[src/verilog/mcpa_params.svh]
// Offsets, field positions, reset values and counts of the CPU port
`ifndef MCPA_PARAMS_SVH
`define MCPA_PARAMS_SVH
`define MCPA_REG_CTRL 8'h00
`define MCPA_REG_MASK 8'h01
`define MCPA_REG_STAT 8'h02
`define MCPA_REG_CHIDX 8'h03
`define MCPA_REG_DIR 8'h04
`define MCPA_CTRL_RATE_LSB 0
`define MCPA_CTRL_TDMEN_BIT 2
`define MCPA_CTRL_RESET 8'h00
`define MCPA_MASK_RESET 8'h00
`define MCPA_CHAN_2M 8'h20
`define MCPA_CHAN_4M 8'h40
`define MCPA_CHAN_8M 8'h80
`define MCPA_STREAMS_ALL 8'hff
`define MCPA_STREAMS_HALF 8'h0f
`define MCPA_BITS_PER_CHAN 3'h7
`define MCPA_BIT_DIV 4'h9
`endif

[src/verilog/mcpa_pkg.sv]
// Types shared by the CPU port files
`default_nettype none
package mcpa_pkg;
  typedef enum logic [1:0] {
    MCPA_RATE_2M = 2'b00,
    MCPA_RATE_4M = 2'b01,
    MCPA_RATE_8M = 2'b10
  } mcpa_rate_t;
  typedef enum logic [1:0] {
    MCPA_ACK_IDLE = 2'b00,
    MCPA_ACK_WAIT = 2'b01,
    MCPA_ACK_LOW  = 2'b10,
    MCPA_ACK_HIGH = 2'b11
  } mcpa_ack_t;
endpackage
`default_nettype wire

[src/verilog/mcpa_sync.sv]
// Two-stage synchroniser bank for pin inputs
`timescale 1ns/1ps
`default_nettype none
module mcpa_sync #(
  parameter int W = 1
) (
  // Clock and reset
  input  wire logic         clk,
  input  wire logic         sys_rst,
  // Pins in, synchronised out
  input  wire logic [W-1:0] pinIn,
  output logic      [W-1:0] syncOut
);
  logic [W-1:0] stage1;  // Metastable stage, read only by stage two

  // Two flops before any logic looks at a pin
  always_ff @(posedge clk) begin
    if (sys_rst) begin
      stage1  <= '0;
      syncOut <= '0;
    end else begin
      stage1  <= pinIn;
      syncOut <= stage1;
    end
  end
endmodule
`default_nettype wire

[src/verilog/mcpa_port.sv]
// Multiplexed CPU port with alarm interrupt and TDM output enables
//
// Overview of operation
// - Data-strobe style: access only while strobe high, selected
// - Read-strobe style: low read drives bus outward
// - Address latched on address strobe falling edge
// - Chip select high makes device ignore cycles
// - Ack low on completion, high briefly, then float
// - Accesses finish on port clock ticks only
// - Alarm raises interrupt; status register shows source
// - Reset input high clears device; low runs
// - TDM outputs float after reset until programmed
// - Stream carries 32, 64 or 128 channels
// - Top rate uses only first four streams
// - Per-channel stream direction, input by default
`timescale 1ns/1ps
`default_nettype none
`include "mcpa_params.svh"
module mcpa_port #(
  parameter int CHANS = 128,  // Direction memory depth
  parameter int ALARMS = 4    // Alarm sources
) (
  // Clock and reset
  input  wire logic              clk,
  input  wire logic              sys_rst,
  input  wire logic              device_clear_in,
  // Bus style: 1 data-strobe style, 0 read/write-strobe style
  input  wire logic              busStyleDs,
  // Host bus strobes
  input  wire logic              data_strobe_high,
  input  wire logic              rdWrSel,
  input  wire logic              addr_latch_strobe,
  input  wire logic              chipSel_n,
  // Multiplexed address/data bus
  input  wire logic [7:0]        muxed_bus_in,
  output logic      [7:0]        muxed_bus_out,
  output logic                   muxed_bus_oe,
  // Transfer acknowledge, open pin
  output logic                   transfer_ack_n,
  output logic                   transfer_ack_oe,
  // Port clock halt and alarm sources
  input  wire logic              portClkHalt,
  input  wire logic [ALARMS-1:0] alarmIn,
  output logic                   irq,
  // TDM enables and channel position
  output logic      [7:0]        serial_lines_oe,
  output logic      [7:0]        serial_out_lines_oe,
  output logic                   parallel_out_bus_oe,
  output logic      [7:0]        chanNum
);
  import mcpa_pkg::*;

  localparam int SW = 7 + ALARMS;
  logic [SW-1:0] pins;       // Raw pin group
  logic [SW-1:0] syncPins;   // Synchronised pin group
  // Select enters inverted: sync flops clear to 0, which must mean idle
  assign pins = {alarmIn, device_clear_in, data_strobe_high, rdWrSel,
                 addr_latch_strobe, ~chipSel_n, portClkHalt, busStyleDs};

  // All pins enter through two flops
  mcpa_sync #(.W(SW)) uSyncCtl (
    .clk     (clk),
    .sys_rst (sys_rst),
    .pinIn   (pins),
    .syncOut (syncPins)
  );
  logic [7:0] busIn;  // Synchronised bus
  mcpa_sync #(.W(8)) uSyncBus (
    .clk     (clk),
    .sys_rst (sys_rst),
    .pinIn   (muxed_bus_in),
    .syncOut (busIn)
  );

  wire styleDs = syncPins[0];
  wire clkHalt = syncPins[1];
  wire csN     = ~syncPins[2];  // Reads deselected right after reset
  wire asLvl   = syncPins[3];
  wire rwLvl   = syncPins[4];
  wire dsLvl   = syncPins[5];
  wire clrLvl  = syncPins[6];
  wire [ALARMS-1:0] alarmLvl = syncPins[SW-1:7];

  // Pin clear folds into the reset; held high means held cleared
  wire rst = sys_rst | clrLvl;

  logic asPrev;          // Address strobe last cycle
  logic [7:0] addr;      // Address latch
  logic [7:0] ctrl;      // Rate and output enable
  logic [7:0] mask;      // Alarm mask
  logic [ALARMS-1:0] stat;  // Sticky alarm status
  logic [ALARMS-1:0] alarmPrev;  // Edge detect on alarms
  logic [7:0] chIdx;     // Direction memory index
  logic [7:0] dirMem [CHANS];  // Direction bit per stream per channel
  mcpa_ack_t ackSt;      // Acknowledge sequencer
  mcpa_ack_t next_ackSt;
  logic [3:0] div;       // Bit-rate divider
  logic [2:0] bitCnt;    // Bit within channel
  logic portTick;        // Port clock edge enable

  // Access qualification per bus style
  wire asFall = asPrev & ~asLvl;
  wire dsRead = dsLvl & rwLvl;
  wire dsWrite = dsLvl & ~rwLvl;
  wire rdRead = ~dsLvl;
  wire rdWrite = ~rwLvl & dsLvl;
  wire isRead = styleDs ? dsRead : rdRead;
  wire isWrite = styleDs ? dsWrite : rdWrite;
  wire active = ~csN & (isRead | isWrite);
  wire readActive = ~csN & isRead;

  // Rate decode
  wire [1:0] rateBits = ctrl[`MCPA_CTRL_RATE_LSB +: 2];
  wire tdmEn = ctrl[`MCPA_CTRL_TDMEN_BIT];
  function automatic logic [7:0] chanCount(input logic [1:0] r);
    case (r)
      MCPA_RATE_4M: chanCount = `MCPA_CHAN_4M;
      MCPA_RATE_8M: chanCount = `MCPA_CHAN_8M;
      default:      chanCount = `MCPA_CHAN_2M;
    endcase
  endfunction
  wire [7:0] maxChan = chanCount(rateBits);
  wire [7:0] streamMask = (rateBits == MCPA_RATE_8M) ?
    `MCPA_STREAMS_HALF : `MCPA_STREAMS_ALL;

  // Read data select from latched address
  wire [7:0] dirWord = dirMem[chIdx[6:0]];
  wire [7:0] statWord = {{(8-ALARMS){1'b0}}, stat};
  wire [7:0] readData =
    (addr == `MCPA_REG_CTRL)  ? ctrl :
    (addr == `MCPA_REG_MASK)  ? mask :
    (addr == `MCPA_REG_STAT)  ? statWord :
    (addr == `MCPA_REG_CHIDX) ? chIdx :
    (addr == `MCPA_REG_DIR)   ? dirWord : 8'h00;
  // Store only while still selected; a dropped select cancels it
  wire doWrite = (ackSt == MCPA_ACK_WAIT) & portTick & active & isWrite;
  wire [ALARMS-1:0] alarmSet = alarmLvl & ~alarmPrev;
  wire [ALARMS-1:0] statClr =
    (doWrite && addr == `MCPA_REG_STAT) ? busIn[ALARMS-1:0] : '0;

  // Acknowledge sequencer; moves to low only on a port tick
  always_comb begin
    case (ackSt)
      MCPA_ACK_IDLE: next_ackSt = active ? MCPA_ACK_WAIT : MCPA_ACK_IDLE;
      MCPA_ACK_WAIT: begin
        if (!active) begin
          next_ackSt = MCPA_ACK_IDLE;
        end else if (portTick) begin
          next_ackSt = MCPA_ACK_LOW;
        end else begin
          next_ackSt = MCPA_ACK_WAIT;
        end
      end
      MCPA_ACK_LOW:  next_ackSt = active ? MCPA_ACK_LOW : MCPA_ACK_HIGH;
      MCPA_ACK_HIGH: next_ackSt = MCPA_ACK_IDLE;
      default:       next_ackSt = MCPA_ACK_IDLE;
    endcase
  end

  always_ff @(posedge clk) begin
    if (rst) begin
      ackSt <= MCPA_ACK_IDLE;
    end else begin
      ackSt <= next_ackSt;
    end
  end

  // Ack pin: low, then driven high one cycle, then floated
  always_ff @(posedge clk) begin
    if (rst) begin
      transfer_ack_n  <= 1'b1;
      transfer_ack_oe <= 1'b0;
    end else begin
      transfer_ack_n  <= (next_ackSt != MCPA_ACK_LOW);
      transfer_ack_oe <= (next_ackSt == MCPA_ACK_LOW) ||
                         (next_ackSt == MCPA_ACK_HIGH);
    end
  end

  // Address latch; holds between address phases
  always_ff @(posedge clk) begin
    if (rst) begin
      asPrev <= 1'b0;
      addr   <= 8'h00;
    end else begin
      asPrev <= asLvl;
      if (asFall) begin
        addr <= busIn;
      end
    end
  end

  // Bus drive during selected reads only
  always_ff @(posedge clk) begin
    if (rst) begin
      muxed_bus_oe  <= 1'b0;
      muxed_bus_out <= 8'h00;
    end else begin
      muxed_bus_oe  <= readActive;
      muxed_bus_out <= readData;
    end
  end

  // Writable registers; stores land on a port tick
  always_ff @(posedge clk) begin
    if (rst) begin
      ctrl  <= `MCPA_CTRL_RESET;
      mask  <= `MCPA_MASK_RESET;
      chIdx <= 8'h00;
    end else if (doWrite) begin
      if (addr == `MCPA_REG_CTRL)  ctrl  <= busIn;
      if (addr == `MCPA_REG_MASK)  mask  <= busIn;
      if (addr == `MCPA_REG_CHIDX) chIdx <= busIn;
    end
  end

  // Direction memory; cleared to all inputs
  always_ff @(posedge clk) begin
    if (rst) begin
      for (int i = 0; i < CHANS; i++) dirMem[i] <= 8'h00;
    end else if (doWrite && addr == `MCPA_REG_DIR) begin
      dirMem[chIdx[6:0]] <= busIn;
    end
  end

  // Sticky alarms: a new event beats a same-cycle clear
  always_ff @(posedge clk) begin
    if (rst) begin
      stat      <= '0;
      alarmPrev <= '0;
      irq       <= 1'b0;
    end else begin
      alarmPrev <= alarmLvl;
      stat      <= (stat & ~statClr) | alarmSet;
      irq       <= |(stat & mask[ALARMS-1:0]);
    end
  end

  // Port clock divider; a halted clock freezes ticks
  always_ff @(posedge clk) begin
    if (rst) begin
      div      <= 4'h0;
      portTick <= 1'b0;
    end else begin
      portTick <= 1'b0;
      if (!clkHalt) begin
        div <= (div == `MCPA_BIT_DIV) ? 4'h0 : div + 4'h1;
        portTick <= (div == `MCPA_BIT_DIV);
      end
    end
  end

  // Channel position within the frame
  always_ff @(posedge clk) begin
    if (rst) begin
      bitCnt  <= 3'h0;
      chanNum <= 8'h00;
    end else if (portTick) begin
      bitCnt <= bitCnt + 3'h1;
      if (bitCnt == `MCPA_BITS_PER_CHAN) begin
        chanNum <= (chanNum >= maxChan - 8'h01) ? 8'h00
                   : chanNum + 8'h01;
      end
    end
  end

  // Output enables, all gated by enable; only serial lines follow direction of current channel
  wire [7:0] curDir = dirMem[chanNum[6:0]];
  always_ff @(posedge clk) begin
    if (rst) begin
      serial_lines_oe     <= 8'h00;
      serial_out_lines_oe <= 8'h00;
      parallel_out_bus_oe <= 1'b0;
    end else begin
      serial_lines_oe     <= tdmEn ? (curDir & streamMask) : 8'h00;
      serial_out_lines_oe <= tdmEn ? streamMask : 8'h00;
      parallel_out_bus_oe <= tdmEn;
    end
  end
endmodule
`default_nettype wire

[config.mk]
export PLATFORM = sky130hd
export DESIGN_NAME = mcpa_port
export DESIGN_NICKNAME = d
export VERILOG_FILES = /design/src/verilog/mcpa_pkg.sv /design/src/verilog/mcpa_sync.sv /design/src/verilog/mcpa_port.sv
export VERILOG_INCLUDE_DIRS = /design/src /design/src/verilog
export SDC_FILE = /design/constraint.sdc
export NUM_CORES = 2
export LEC_CHECK = 0
export BUFFER_PORTS_ARGS = -buffer_cell sky130_fd_sc_hd__buf_2
export CAP_MARGIN = 15
export CELL_PAD_IN_SITES_DETAIL_PLACEMENT = 1
export CELL_PAD_IN_SITES_GLOBAL_PLACEMENT = 2
export CORE_MARGIN = 2
export CORE_UTILIZATION = 36
export CTS_CLUSTER_SIZE = 24
export DETAILED_ROUTE_END_ITERATION = 10
export PLACE_DENSITY = 0.63
export SLEW_MARGIN = 20
export SYNTH_ARGS = -nofsm -noshare
export SYNTH_HDL_FRONTEND = slang
export SYNTH_HIERARCHICAL = 1
export SYNTH_SLANG_ARGS = --single-unit
[constraint.sdc]
create_clock -name clk -period 3.2 [get_ports clk]
set_input_delay 0.48 -clock clk [delete_from_list [all_inputs] [get_ports clk]]
set_output_delay 0.48 -clock clk [all_outputs]
set_load 0.05 [all_outputs]
Yosys cells after proc, flatten, opt, wreduce, memory -nomap -nowiden
Memory sizes are Yosys's and may differ from the RTL's. A register that Yosys moved wholly into a read port is not among the register bits. Cells that the tools add are included.

Add/subtract/negate cells: 4. Order comparisons: 1. Eq/ne operators: 14. Muxes and demuxes: 28. Bitwise operators: 22. Reductions and logical operators: 13.

Operators with widths (number): $mux 8 (8); $mux 7 (5); $eq 8x2->1 const B (2); $pmux 8 s2 (1); $and 4x4->4 (3); $eq 2x2->1 const B (5); $mux 1 (9); $add 8x1->8 const B (1); $and 1x1->1 (8); $and 8x8->8 (1); $eq 8x1->1 const B (1); $eq 8x3->1 const B (1); $ge 8x8->1 (1); $logic_not 8->1 (1); $mux 4 (2); $not 4->4 (2); $pmux 2 s4 (1); $reduce_and 2->1 (4); $reduce_or 8->1 (1); $sub 8x1->8 const B (1); $not 1->1 (5); $add 4x1->4 const B (1); $eq 2x1->1 const B (2); $eq 4x4->1 const B (1); 11 further kinds (15).

Register bits: 126. RAM bits: 1024. Bits of input ports: 21. Output and inout port bits: 37. Word-level logic and storage cells: 107. Memories kept: 1.

Memories: dirMem (words 128, width 8, read ports 2, clocked after Yosys merged registers in 2, wr ports 128, RTL line mcpa_port.sv:94) `logic [7:0] dirMem [CHANS];`.

Depth between registers and ports, before layout
Depth after elaboration: 12. Gate-level depth with buffers: 11. Gate-level depth less buffers: 9.

Cells and area by module
The synthesis kept the hierarchy.

By module, submodules not included: mcpa_port (times used 1, cells each 4074, area each 57560.2 um^2, seq. area each 32651.3 um^2); mcpa_sync at uSyncCtl (times used 1, cells each 46, area each 640.6 um^2, seq. area each 440.4 um^2); mcpa_sync at uSyncBus (times used 1, cells each 33, area each 464.2 um^2, seq. area each 320.3 um^2).

Worst setup path before layout
OpenSTA, ideal clock, no wires.

Kind: reg2reg. Start point: reg addr[7]. End point: mem dirMem[20][0] (enable). Library setup time: 0.329 ns. Arrival: 2.802 ns. Required time: 2.871 ns. Path slack: 0.070 ns. Stages on the path, launching flop included: 10. Path buffers: 3. Clock period less this slack: 3.130 ns. Path through: dfxtp_1 or4_1 nand4bb_1 buf_2 or4b_1 buf_2 nor4b_4 buf_2 nand2_1 nand2_1.

RTL lines: from (decl) (RTL line mcpa_port.sv:88) `logic [7:0] addr;`; from (signal assigned) (RTL line mcpa_port.sv:188) `addr <= busIn;`; to (decl) (RTL line mcpa_port.sv:94).

==> impl_metrics.json <==
{
  "status": "complete, no violations",
  "critPathKind": "reg -> reg",
  "synthCells": 4153,
  "slew_headroom_pct": 28.19,
  "timing.final.crit_share_pct": 99.31,
  "die_width_um": 407.7,
  "cp_slowest_cell": "mux4_2",
  "initial_core_util_pct": 36.16,
  "drive_gt1_share_pct": 33.21,
  "worst_pin_slew_ns": 1.077,
  "ys_seq_area_share_pct": 56.95,
  "die_area_sq_um": 166200,
  "vias_per_cell": 5.800,
  "endpoint_kind": "flop",
  "post_drt_wl_per_cell_um": 30.89,
  "crit_arrival_ns": 3.75,
  "layout_commonest_cell": "edfxtp_1",
  "clock_latency_ns": 0.77,
  "drc": 0,
  "cts.clk_slew.worst_paths_ns": 0.06,
  "die_h_um": 407.7,
  "cts.sink_count": 1157,
  "start_kind": "flop",
  "fin_tns_setup_ns": 0,
  "cp_cell_sequence": "buf_12 -> buf_12 -> mux4_2 -> mux4_2 -> a22o_1 -> a221oi_1 -> o22ai_1",
  "critPathTopFamily": "multiplexers",
  "synth_flop_cell": "edfxtp_1",
  "ir_drop_uv": 526.4,
  "hold_class": "in -> reg",
  "portBuffers": 57,
  "multi_input_area_sq_um": 23550,
  "num_rows": 148,
  "nFillCells": 16290,
  "async_flop_share_pct": 0,
  "drv_slew": 0,
  "hold_violations": 0,
  "antenna_found_initial": 8,
  "cp.required_ns": 3.77,
  "cts-root-buf": "clkbuf_16",
  "fin_worst_skew_ns": 0.03127,
  "seq_area_sq_um": 33450,
  "area_growth_pct": 20.45,
  "post-dp-hpwl_um": 148800,
  "ios": 58,
  "clockBufferDepth": 3,
  "cts_buffers": 138,
  "syn_avg_cell_area_sq_um": 14.13,
  "syn_area_sq_um": 58670,
  "finalPower_mw": 34.71,
  "fmax_ghz": 0.3147,
  "crit_buf_inv": 2,
  "cp_max_fo": 14,
  "nNetsFinal": 4566,
  "fin_ws_ns": 0.02206,
  "drt-pass1-iter-count": 5,
  "grt_pass1_vias": 40290,
  "slowest_delay_ns": 0.58,
  "rsz0062_at_grt": "true",
  "synth_enable_flop_cells": 1024,
  "ys_seq_elements": 1157,
  "drt_iter0_markers": 3980,
  "total_leakage_power_nw": 26.02,
  "syn_nets": 4182,
  "synth_cell_types": 58,
  "pre_cts_ws_ns": -0.07403,
  "mostFrequentLayoutCells": "edfxtp_1, nor2_1, mux4_2, buf_4, and3_1",
  "overflow": 0,
  "vias": 39560,
  "core_sq_um": 162200,
  "grt_pass1_wl_um": 300700,
  "routed_wl_um": 210700,
  "powerDensity_nw_per_um2": 491.2,
  "h-tree-depth": 4,
  "track_usage_pct": 25.13,
  "min_period_ns": 3.178,
  "postRouteAntennaNets": 0,
  "place_congestion": 0.8791,
  "yosysWarnings": 6,
  "grt_max_degree": 133,
  "finalSetupViolCount": 0,
  "cap_violations": 0,
  "tritoncts": "yes"
}
-- cells in the mapped netlist (all sizes together), types with 2 or more instances --
library cell	instances	area, sq um
and2	14	87.58
buf	114	539.3
mux2i	84	840.8
o41ai	8	70.07
nor4	8	65.06
o21ai	25	125.1
a21oi	86	430.4
nand2b	18	112.6
o221ai	20	175.2
or3	2	12.51
nor2	584	2192
dfxtp	133	2663
clkbuf	346	1300
nand3	12	60.06
nand4	3	18.77
a211o	5	43.79
nand3b	3	22.52
and3	514	3216
a211oi	6	45.04
o21a	7	52.55
a22oi	70	525.5
a221oi	18	157.7
edfxtp	1024	30750
o311ai	2	17.52
and2b	8	67.56
inv	16	60.06
a22o	18	157.7
mux4	562	12660
a31oi	6	37.54
nand2	318	1194
xnor2	5	43.79
o22ai	21	131.4
mux2	6	67.56
nor3	14	75.07
nor4b	3	71.32
nor2b	45	336.6
or2	3	18.77
xor2	4	35.03
ha	8	100.1
-- final cells by class --
type	instances	share of cell area, %
flip-flops and latches	1157	47.34
multi-input cells	2520	33.33
inverters	16	0.1133
clock buffers	176	5.360
clock inverters	70	0.7650
repair buffers	704	9.225
diodes	3	0.01062
well taps	2175	3.851
-- state kept, by name, summed over array words and instances (netlist names), 2 cells and up, named ones only --
register,cells
dirMem,1024
uSyncCtl/stage1,11
uSyncCtl/syncOut,11
addr,8
chIdx,8
chanNum,8
ctrl,8
mask,8
muxed_bus_out,8
serial_lines_oe,8
uSyncBus/stage1,8
uSyncBus/syncOut,8
alarmPrev,4
div,4
stat,4
bitCnt,3
ackSt,2
serial_out_lines_oe,2
-- worst min-delay path: cells and delay by family --
family	cells	cell delay, ns
and+or+nand+nor	2	0.22
buffers and inverters	2	0.26
-- final timing paths --
kind	start	to	slack, ns	cells past startpoint
worst min-delay path	sys_rst	parallel_out_bus_oe	0.25	4
worst min register to register	uSyncBus/stage1[6]	uSyncBus/syncOut[6]	0.43	1
worst max register to register	flop	serial_lines_oe[1]	0.02	7
worst max-delay path	flop	serial_lines_oe[1]	0.02	7
-- per-stage QoR --
stage          util (%)  area (sq um)  instances  hold WS (ns)
2_1_floorplan         -         58670       4153        0.3954
3_3_place_gp      40.59         65850       6542        0.4133
3_5_place_dp      40.59         65850       6542        0.4237
4_1_cts           43.42         70440       6810        0.1996
5_1_grt           43.55         70650       6818        0.2462
6_report          43.56         70660       6821        0.2464
-- report_power, final --
group          internal, mW  switching, mW  total (mW)
Sequential             17.0          0.403        17.4
Combinational         0.846           1.09        1.93
Clock                  8.85           6.48        15.3
-- logic make-up after synthesis --
| kind of cell | share of synthesized area [%] |
|---|---|
| xor gates and xnor gates | 0.1344 |
| DFF | 56.95 |
| AOI/OAI and AO/OA | 3.417 |
| adders and majority gates | 0.1706 |
| muxes | 23.12 |
| and+or+nand+nor | 12.96 |
| buffers and inverters | 3.238 |
-- metal layers --
metal | GRT usage [%] | wire (um)
met1 | 34.98 | 89400
met2 | 40.16 | 99810
met3 | 3.765 | 13820
met4 | 8.799 | 7617
met5 | 0 | 33
-- timing repair --
| action | in CTS | in global routing |
|---|---|---|
| hold endpoints to repair | 19 | 0 |
| cloned | 1 | 2 |
| setup endpoints to repair | 248 | 420 |
| setup buffers | 2 | 6 |
| gates resized for setup | 3 | 28 |
| hold buffers | 19 | 0 |
| pin swaps | 1 | 5 |
Power figures use the tool's default switching activity.
